===== src/burst_pkg.sv =====
package burst_pkg;

  // ---------------------------------------------------------------
  // burst setup field encodings
  // ---------------------------------------------------------------
  localparam logic [1:0] SETUP_FIXED_EIGHT = 2'h0;
  localparam logic [1:0] SETUP_PER_COMMAND = 2'h1;
  localparam logic [1:0] SETUP_FIXED_CHOP  = 2'h2;

  // ---------------------------------------------------------------
  // burst and pipeline sizes
  // ---------------------------------------------------------------
  localparam int         DATA_W       = 16;  // two x8 beats per clock
  localparam int         FIFO_DEPTH   = 8;
  localparam int         LINE_DEPTH   = 80;
  localparam int         DELAY_W      = 7;
  localparam logic [2:0] CLKS_EIGHT   = 3'h4;  // eight beats, double rate
  localparam logic [2:0] CLKS_CHOP    = 3'h2;  // four beats, double rate
  localparam logic [4:0] WR_CAS_LOWEST = 5'h09;
  localparam logic [DELAY_W-1:0] DELAY_MIN = 7'h02;

  // ---------------------------------------------------------------
  // carriers
  // ---------------------------------------------------------------
  typedef struct packed {
    logic rd;
    logic wr;
    logic sel;  // burst_select_address_bit
  } cmd_t;

  typedef struct packed {
    logic [1:0] setup;    // burst_setup_register field
    logic [4:0] rd_cas;   // read_cas_latency_setting
    logic [4:0] add_lat;  // additive_latency_setting
    logic [2:0] par_lat;  // parity_delay
    logic [4:0] wr_cas;   // write_cas_latency_setting
    logic       rd_pre2;
    logic       wr_pre2;
  } cfg_t;

  typedef struct packed {
    logic start;
    logic rd;
    logic chop;
    logic pre2;
  } slot_t;

endpackage


===== src/burst_sel.sv =====
// Overview of operation
// RL1: with setup 00, or 01 and the select bit high, a read or write moves eight beats.
// RL2: with setup 01 and the select bit low, that command moves a four-beat chop.
// RL3: with setup 10 every read and write is a four-beat chop whatever the select bit.
// RL4: in two-clock write preamble mode the controller sets write CAS at least one above the lowest.
// RL5: in per-command mode each command keeps its own burst length, mixed freely.
// RL6: read data starts CAS latency plus additive plus parity latency after the command.
// RL7: the strobe carries a one- or two-clock preamble right before each first beat.
`timescale 1ns/1ps
`default_nettype none

module burst_fifo
  import burst_pkg::*;
#(
  parameter int WIDTH = DATA_W,
  parameter int DEPTH = FIFO_DEPTH
) (
  input  wire logic             clk,
  input  wire logic             rst_n,
  // fill side
  input  wire logic             in_valid,
  input  wire logic [WIDTH-1:0] in_data,
  output logic                  in_ready,
  // drain side
  output logic                  out_valid,
  output logic      [WIDTH-1:0] out_data,
  input  wire logic             out_ready
);
  localparam int AW = $clog2(DEPTH);

  logic [WIDTH-1:0] mem [DEPTH];
  logic [AW-1:0]    wptr_reg;
  logic [AW-1:0]    rptr_reg;
  logic [AW:0]      count_reg;
  logic             push;
  logic             pop;

  assign in_ready  = (count_reg != (AW+1)'(DEPTH));
  assign out_valid = (count_reg != '0);
  assign out_data  = mem[rptr_reg];
  assign push      = in_valid & in_ready;
  assign pop       = out_valid & out_ready;

  always_ff @(posedge clk or negedge rst_n) begin
    if (!rst_n) begin
      wptr_reg  <= '0;
      rptr_reg  <= '0;
      count_reg <= '0;
    end else begin
      if (push) begin
        wptr_reg <= (wptr_reg == AW'(DEPTH-1)) ? '0 : wptr_reg + 1'b1;
      end
      if (pop) begin
        rptr_reg <= (rptr_reg == AW'(DEPTH-1)) ? '0 : rptr_reg + 1'b1;
      end
      count_reg <= count_reg + (AW+1)'(push) - (AW+1)'(pop);
    end
  end

  // storage has no reset, only valid words are ever read
  always_ff @(posedge clk) begin
    if (push) begin
      mem[wptr_reg] <= in_data;
    end
  end
endmodule

module burst_sel
  import burst_pkg::*;
(
  // clock and reset
  input  wire logic              CLK_SYS,
  input  wire logic              ARST_N,
  // command pins from the controller
  input  wire logic              CMD_RD,
  input  wire logic              CMD_WR,
  input  wire logic              BURST_SELECT_ADDRESS_BIT,
  // mode pins
  input  wire logic [1:0]        BURST_SETUP,
  input  wire logic [4:0]        READ_CAS_LATENCY,
  input  wire logic [4:0]        ADDITIVE_LATENCY,
  input  wire logic [2:0]        PARITY_DELAY,
  input  wire logic [4:0]        WRITE_CAS_LATENCY,
  input  wire logic              READ_PREAMBLE_2CLK,
  input  wire logic              WRITE_PREAMBLE_2CLK,
  // read data from the array
  input  wire logic              RD_DATA_VALID,
  input  wire logic [DATA_W-1:0] RD_DATA,
  output logic                   RD_DATA_READY,
  // data and strobe pins
  output logic [DATA_W-1:0]      DQ_OUT,
  output logic                   DQ_OE,
  output logic                   DQS_OE,
  output logic                   DQS_PREAMBLE,
  // status
  output logic                   READ_BEAT,
  output logic                   WRITE_BEAT,
  output logic                   BURST_CHOPPED,
  output logic                   DATA_UNDERRUN,
  output logic                   WR_CAS_TOO_LOW
);

  typedef struct packed {
    cmd_t                        cmd_m;
    cmd_t                        cmd_s;
    cfg_t                        cfg_m;
    cfg_t                        cfg_s;
    slot_t [LINE_DEPTH-1:0]      line;
    logic  [2:0]                 cnt;
    logic                        rd;
    logic                        chop;
    logic  [DATA_W-1:0]          dq;
    logic                        dq_oe;
    logic                        dqs_oe;
    logic                        pre;
    logic                        rd_beat;
    logic                        wr_beat;
    logic                        underrun;
    logic                        cwl_err;
  } state_t;

  // ---------------------------------------------------------------
  // decode helpers
  // ---------------------------------------------------------------
  function automatic logic is_chop(input logic [1:0] setup,
                                   input logic       sel);
    is_chop = (setup == SETUP_FIXED_CHOP) |               // RL3
              ((setup == SETUP_PER_COMMAND) & ~sel);      // RL2
  endfunction

  function automatic logic [DELAY_W-1:0] delay_of(input cfg_t c,
                                                  input logic rd);
    logic [DELAY_W-1:0] cas;
    cas = rd ? DELAY_W'(c.rd_cas) : DELAY_W'(c.wr_cas);
    delay_of = cas + DELAY_W'(c.add_lat) + DELAY_W'(c.par_lat);
  endfunction

  // ---------------------------------------------------------------
  // reset release
  // ---------------------------------------------------------------
  logic rst_m_reg;
  logic rst_n;

  always_ff @(posedge CLK_SYS or negedge ARST_N) begin
    if (!ARST_N) begin
      rst_m_reg <= 1'b0;
      rst_n     <= 1'b0;
    end else begin
      rst_m_reg <= 1'b1;
      rst_n     <= rst_m_reg;
    end
  end

  // ---------------------------------------------------------------
  // read data buffer
  // ---------------------------------------------------------------
  state_t             s_reg;
  state_t             s_next;
  logic               fifo_valid;
  logic [DATA_W-1:0]  fifo_data;
  logic               fifo_pop;
  logic               fifo_in_ready;

  burst_fifo #(.WIDTH(DATA_W), .DEPTH(FIFO_DEPTH)) u_fifo (
    .clk       (CLK_SYS),
    .rst_n     (rst_n),
    .in_valid  (RD_DATA_VALID),
    .in_data   (RD_DATA),
    .in_ready  (fifo_in_ready),
    .out_valid (fifo_valid),
    .out_data  (fifo_data),
    .out_ready (fifo_pop)
  );

  // ---------------------------------------------------------------
  // command scheduling and burst engine
  // ---------------------------------------------------------------
  logic               take;
  logic               take_rd;
  logic [DELAY_W-1:0] dsum;
  slot_t              head;
  logic               beat_rd;

  assign take    = s_reg.cmd_s.rd | s_reg.cmd_s.wr;
  assign take_rd = s_reg.cmd_s.rd;  // read wins if both arrive
  assign dsum    = delay_of(s_reg.cfg_s, take_rd);
  assign head    = s_reg.line[0];
  // a word leaves the buffer one clock ahead of each read beat
  assign beat_rd = head.start ? head.rd : (s_reg.cnt > 3'h1) & s_reg.rd;
  assign fifo_pop = beat_rd & fifo_valid & (head.start | (s_reg.cnt > 3'h1));

  always_comb begin
    s_next       = s_reg;
    s_next.cmd_m = '{rd: CMD_RD, wr: CMD_WR, sel: BURST_SELECT_ADDRESS_BIT};
    s_next.cmd_s = s_reg.cmd_m;
    s_next.cfg_m = '{setup: BURST_SETUP, rd_cas: READ_CAS_LATENCY,
                     add_lat: ADDITIVE_LATENCY, par_lat: PARITY_DELAY,
                     wr_cas: WRITE_CAS_LATENCY, rd_pre2: READ_PREAMBLE_2CLK,
                     wr_pre2: WRITE_PREAMBLE_2CLK};
    s_next.cfg_s = s_reg.cfg_m;

    for (int i = 0; i < LINE_DEPTH - 1; i++) begin
      s_next.line[i] = s_reg.line[i+1];
    end
    s_next.line[LINE_DEPTH-1] = '0;
    // slot at delay-1 reaches the head one clock before the first beat
    if (take && dsum >= DELAY_MIN) begin
      s_next.line[dsum - 1'b1] = '{start: 1'b1, rd: take_rd,          // RL6
        chop: is_chop(s_reg.cfg_s.setup, s_reg.cmd_s.sel),            // RL5
        pre2: take_rd ? s_reg.cfg_s.rd_pre2 : s_reg.cfg_s.wr_pre2};
    end

    if (head.start) begin
      s_next.cnt  = head.chop ? CLKS_CHOP : CLKS_EIGHT;               // RL1
      s_next.rd   = head.rd;
      s_next.chop = head.chop;
    end else if (s_reg.cnt != '0) begin
      s_next.cnt = s_reg.cnt - 1'b1;
    end

    // strobe preamble one or two clocks ahead of the first beat
    s_next.pre = s_reg.line[1].start |
                 (s_reg.line[2].start & s_reg.line[2].pre2);          // RL7
    s_next.rd_beat = s_next.cnt != '0 && s_next.rd;
    s_next.wr_beat = s_next.cnt != '0 && !s_next.rd;
    s_next.dq_oe   = s_next.rd_beat;
    s_next.dqs_oe  = s_next.rd_beat |
                     (s_next.pre & (s_reg.line[1].start ? s_reg.line[1].rd
                                                       : s_reg.line[2].rd));
    s_next.dq = fifo_pop ? fifo_data : '0;
    if (beat_rd && !fifo_valid && (head.start || s_reg.cnt > 3'h1)) begin
      s_next.underrun = 1'b1;
    end
    // flags a controller setting that breaks the two-clock write mode
    s_next.cwl_err = s_reg.cfg_s.wr_pre2 &&
                     s_reg.cfg_s.wr_cas <= WR_CAS_LOWEST;             // RL4
  end

  always_ff @(posedge CLK_SYS or negedge rst_n) begin
    if (!rst_n) begin
      s_reg         <= '0;
      RD_DATA_READY <= 1'b0;
    end else begin
      s_reg         <= s_next;
      RD_DATA_READY <= fifo_in_ready;
    end
  end

  assign DQ_OUT         = s_reg.dq;
  assign DQ_OE          = s_reg.dq_oe;
  assign DQS_OE         = s_reg.dqs_oe;
  assign DQS_PREAMBLE   = s_reg.pre;
  assign READ_BEAT      = s_reg.rd_beat;
  assign WRITE_BEAT     = s_reg.wr_beat;
  assign BURST_CHOPPED  = s_reg.chop;
  assign DATA_UNDERRUN  = s_reg.underrun;
  assign WR_CAS_TOO_LOW = s_reg.cwl_err;
endmodule
`default_nettype wire


===== config.mk =====
export PLATFORM = sky130hd
export DESIGN_NAME = burst_sel
export DESIGN_NICKNAME = d
export VERILOG_FILES = /design/src/burst_pkg.sv /design/src/burst_sel.sv
export SDC_FILE = /design/constraint.sdc
export NUM_CORES = 1
export LEC_CHECK = 0
export ABC_AREA = 1
export BUFFER_PORTS_ARGS = -buffer_cell sky130_fd_sc_hd__buf_2
export CAP_MARGIN = 20
export CORE_ASPECT_RATIO = 1.75
export CORE_MARGIN = 10
export CORE_UTILIZATION = 55
export CTS_CLUSTER_SIZE = 8
export DETAILED_ROUTE_END_ITERATION = 8
export HOLD_SLACK_MARGIN = 0.15
export PLACE_DENSITY = 0.71
export SYNTH_ARGS = -nofsm -noshare
export SYNTH_HDL_FRONTEND = slang
export SYNTH_SLANG_ARGS = --single-unit

===== constraint.sdc =====
create_clock -name CLK_SYS -period 14.6 [get_ports CLK_SYS]
set_input_delay 1.46 -clock CLK_SYS [delete_from_list [all_inputs] [get_ports CLK_SYS]]
set_output_delay 1.46 -clock CLK_SYS [all_outputs]
set_load 0.05 [all_outputs]

# [Yosys cells after proc, flatten, opt, wreduce, memory -nomap -nowiden]
# Memories as Yosys holds them, arrays and structs flattened.
# Cells that the tools add are included.
[classes] muxes=17 n_addsub=8 n_reduce_logical=13 eq_ne=5 order_cmp=5 bitwise=14
[ops] operator="bitwise mux 320 bit" count=1
[ops] operator="2-to-1 mux 320 bit" count=1
[ops] operator="demux 4 bit (select 7 bit)" count=1
[ops] operator="2-to-1 mux 16 bit" count=1
[ops] operator="2-to-1 mux 3 bit" count=5
[ops] operator="bitwise AND 1 bit" count=8
[ops] operator="< comparator 7 x 8 -> 1 bit, second input constant" count=1
[ops] operator="adder 6 x 3 -> 7 bit" count=1
[ops] operator="greater-or-equal comparator 7 x 1 -> 1 bit, second input constant" count=1
[ops] operator="greater-or-equal comparator 7 x 2 -> 1 bit, second input constant" count=1
[ops] operator="logical AND 1 bit" count=7
[ops] operator="subtractor 7 x 1 -> 7 bit, second input constant" count=1
[ops] operator="adder 3 x 1 -> 3 bit, second input constant" count=2
[ops] operator="adder 5 x 5 -> 6 bit" count=1
[ops] operator="equality test 3 bit, second input constant" count=2
[ops] operator="nonzero test 3 bit" count=2
[ops] operator="<= comparator 5 x 4 -> 1 bit, second input constant" count=1
[ops] operator="2-to-1 mux 1 bit" count=5
[ops] operator="2-to-1 mux 5 bit" count=1
[ops] operator="bitwise OR 1 bit" count=5
[ops] operator="adder 4 x 1 -> 4 bit" count=1
[ops] operator="2-to-1 mux 4 bit" count=1
[ops] operator="!= test 4 bit, second input constant" count=1
[ops] operator="nonzero test 4 bit" count=1
[ops] operator="9 further kinds" count=10
[word_totals] output_inout_bits=25 mem_bits_rw=128 register_bits=409 memories=1 word_cells=418
[memory_table] name="u_fifo.mem" depth=8 width=16 rd=1 rd_ports_with_merged_regs=0 write_ports=1 line="burst_sel.sv:31" source="logic [WIDTH-1:0] mem [DEPTH];"

# [Logic depth before layout (Yosys ltp)]
[logic_depth] depth_word=10 ltp_mapped=22

# [Modules after synthesis]
# Synthesis repeated with hierarchy kept, for this count alone.
[unflattened] hier_cells=2457 area_unflattened_um2=23715.2
[modules_own_cells] mod="burst_sel" area_per_inst_um2=17468.0 n_inst=1 cells_each=1831
[modules_own_cells] mod="burst_fifo" area_per_inst_um2=6247.2 n_inst=1 cells_each=626

# [Worst setup path before layout]
# OpenSTA, ideal clock, no wires.
[synth_path] path_type="reg2reg" startpoint="register s_reg, in the netlist take_rd" endpoint="register s_reg[300] (netlist name)" synth_period_minus_slack_ps=3518 n_path_buf=4 t_required_ps=14479 setup_time_ps=121 setup_slack_ps=11082 t_arrival_ps=3397 stages_incl_launch_ff=19 cell_sequence="dfrtp_1 clkbuf_1 clkbuf_1 buf_1 nand2_1 o21ai_0 fa_1 inv_1 fa_1 nand2_1 nor2_1 nor2_1 nor2_4 inv_2 nor2_8 nand3_2 clkbuf_1 o21bai_1 nand2_1"
[synth_lines] item="start, declared" line="burst_sel.sv:157" source="state_t s_reg;"
[synth_lines] item="start signal, assigned" line="burst_sel.sv:244" source="s_reg <= s_next;"

==> out/results.ini <==
[critical_path]
end_kind = register
crit_top_cell = nand2_1
worst-setup-path-type = register to register
slowest_stage = nand3_2
critPathLaunchType = register
slowest_delay_ps = 720
worstPathArrival_ps = 5550
critPathMaxFanout = 70
cp.buffers_inverters = 4
crit_path_cell_trace = buf_4, o21ai_0, ha_1, ha_1, inv_2, nand2_1, nand3_1, nand2_1, nand2_1, nand3_2, nand3_2, clkinv_1, buf_16, nand3_1, nand2_1
cp.required_ps = 15060
crit_family = buffers and inverters

[synthesis]
ys_warn_count = 0
syn_area_mm2 = 0.0231
synth-async-reset-ratio_pct = 76.1
syn_inst = 2242
ys_ff_latch = 536
synth_cell_type_count = 35
synth_nets = 2312
synthFlopType = dfrtp_1
synth_edf_count = 128
yosysSeqAreaShare_pct = 60.8
avgSynthCellArea_um2 = 10.3

[route]
ant_nets = 0
wire_per_inst_um = 18.8
drc = 0
vias = 15600
first_pass_iters = 5
drt_wl_total_mm = 53.3
drt_iter0_drc = 890
vias_per_cell = 5.51

[floorplan]
num_rows = 99
die_x_um = 175
core_mm2 = 0.0416
fp.dieH_um = 291
dieArea_mm2 = 0.0510
ios = 69
initial_core_util_pct = 55.5

[clocking]
postCtsSetupBuffers = 0
cts_resized = 0
cts_made_buffers = 76
cts-root-buf = clkbuf_16
cts.sinks = 536
ctsHoldBuffers = 0
cts_max_path_buffers = 3
h-tree-depth = 3
clk_pin_slew_ps = 50
cts_tree = built
clk_latency_ps = 590

[power]
seqPwrFrac_pct = 40.4
combPwrFrac_pct = 28.4
peakVddDrop_uv = 156
total_power_w = 0.00500
intPower_w = 0.00329
power.switching_w = 0.00171
power_density_mw_per_mm2 = 195
power_frac_clock_pct = 31.2
switching_share_pct = 34.1
leakage_nw = 11.8

[global_routing]
grt_first_pass_wirelength_mm = 86.7
track_usage_pct = 21.1
overflow = 0
grt_max_degree = 168
grt_antenna_before_repair = 0
grt_pass1_vias = 16200

[place]
io_buffer_count = 68
gp_congestion = 0.841
hpwlAfterDp_mm = 30.2
pre_cts_slack_ps = 9180

[final_layout]
fill_cells = 3386
final_nets = 2316
layout-drive-gt1-share_pct = 10.7
syn_to_final_growth_pct = 11.1
largest_reg_flops = 343
final_cell_mix = dfrtp_1, nand2_1, o21bai_1
layout_commonest_cell = dfrtp_1
insertedDiodeCount = 0

[sta]
fin_crit_sh_pct = 34.9
hold_violations = 0
layout_setup_ws_ps = 9510
timing.slew.headroom_pct = 31.5
setup_viol_count_final = 0
skew_ps = 26.2
period_needed_ps = 5090
fmax_mhz = 196
setup_tns_ps = 0
slew_violations = 0
rsz0062_at_grt = no
worstMarginPinSlew_ps = 1020

[status]
outcome = complete, no violations

[run]
drv_cap = 0

[hold_path]
hold_class = register to async pin

-- worst paths after layout --
kind | cells after the start | end | slack, ps | start
max | 15 | s_reg[184]$_DFF_PN0_ | 9510 | take_rd$_DFF_PN0_
min | 0 | WR_CAS_TOO_LOW$_DFF_PN0_ | 310 | rst_n$_DFF_PN0_
max reg2reg | 15 | s_reg[184]$_DFF_PN0_ | 9510 | take_rd$_DFF_PN0_
min reg2reg | 0 | WR_CAS_TOO_LOW$_DFF_PN0_ | 310 | rst_n$_DFF_PN0_
max in group asynchronous | 3 | s_reg[198]$_DFF_PN0_ | 11350 | rst_n$_DFF_PN0_
min in group CLK_SYS | 0 | s_reg[361]$_DFF_PN0_ | 340 | s_next[361]$_DFF_PN0_
-- metrics by stage --
step | hold WS, ps | utilization [%] | instances | instance area [um2]
floorplan | 331 | - | 2242 | 23100
global placement | 323 | 56.5 | 2719 | 23500
detailed placement | 327 | 56.6 | 2721 | 23600
CTS | 331 | 61.6 | 2827 | 25600
global route | 349 | 61.7 | 2829 | 25700
finish | 310 | 61.7 | 2829 | 25700
-- routing by layer --
metal / wire, um / share of wire, % / GRT usage [%] / up-vias
met5: 0 / 0 / 0 / -
met4: 1750 / 3.3 / 9.65 / 0
met3: 2520 / 4.7 / 3.14 / 136
met2: 28600 / 54 / 37.8 / 428
met1: 20400 / 38 / 24.2 / 7797
li1: - / - / - / 7216
-- area by class of cell --
cell class	count	area [um2]	area share, %
clock inverter	5	58.8	0.229
multi-input combinational	1236	7070	27.5
clock buffer	101	2020	7.85
tap	555	694	2.70
inverter	296	1110	4.34
timing repair buffer	100	673	2.62
sequential	536	14100	54.7
-- power by group through the flow --
stage / combinational [W] / sequential (W) / clock [W]
after floorplan: 0.00107 / 0.00205 / 0
after global placement: 0.00137 / 0.00203 / 0
after detailed placement: 0.00141 / 0.00204 / 0
after CTS: 0.00142 / 0.00202 / 0.00159
after global routing: 0.00157 / 0.00205 / 0.00165
final: 0.00142 / 0.00202 / 0.00156
-- cell families (layout without fill, tap and decap cells) --
group / count (synthesis) / count (layout) / synth area share, %
xor gates and xnor gates: 3 / 3 / 0.114
DFF: 536 / 536 / 60.8
buffers and inverters: 470 / 502 / 8.72
adders and majority gates: 26 / 26 / 1.57
other: 1 / 1 / 0.0162
and+or+nand+nor: 770 / 770 / 15.6
AOI/OAI and AO/OA: 436 / 436 / 13.2
-- cells in the mapped netlist, types with 2 or more instances --
master	number	area share, %
nand3_1	260	5.6
nor2_4	9	0.44
nor2_8	5	0.43
nand3_2	6	0.26
nor2_1	141	2.3
o32ai_1	2	0.076
xnor2_1	3	0.11
nor2_2	2	0.054
clkinv_1	2	0.032
clkbuf_1	87	1.4
edfxtp_1	128	17
ha_1	21	1.1
buf_2	36	0.78
dfrtp_1	408	44
inv_1	281	4.6
nand3b_1	4	0.13
buf_1	11	0.18
nand2_2	6	0.16
or2_2	3	0.081
nand2_4	3	0.15
fa_1	5	0.43
a21oi_1	6	0.13
o211ai_1	32	1.0
buf_6	15	0.73
inv_2	13	0.21
o21a_1	2	0.065
nor3_1	2	0.043
nand3_4	9	0.68
o21ai_0	79	1.7
o21bai_1	314	10
buf_4	25	0.81
nand2_1	319	5.2
No activity file was read; power rests on OpenSTA's default activity.
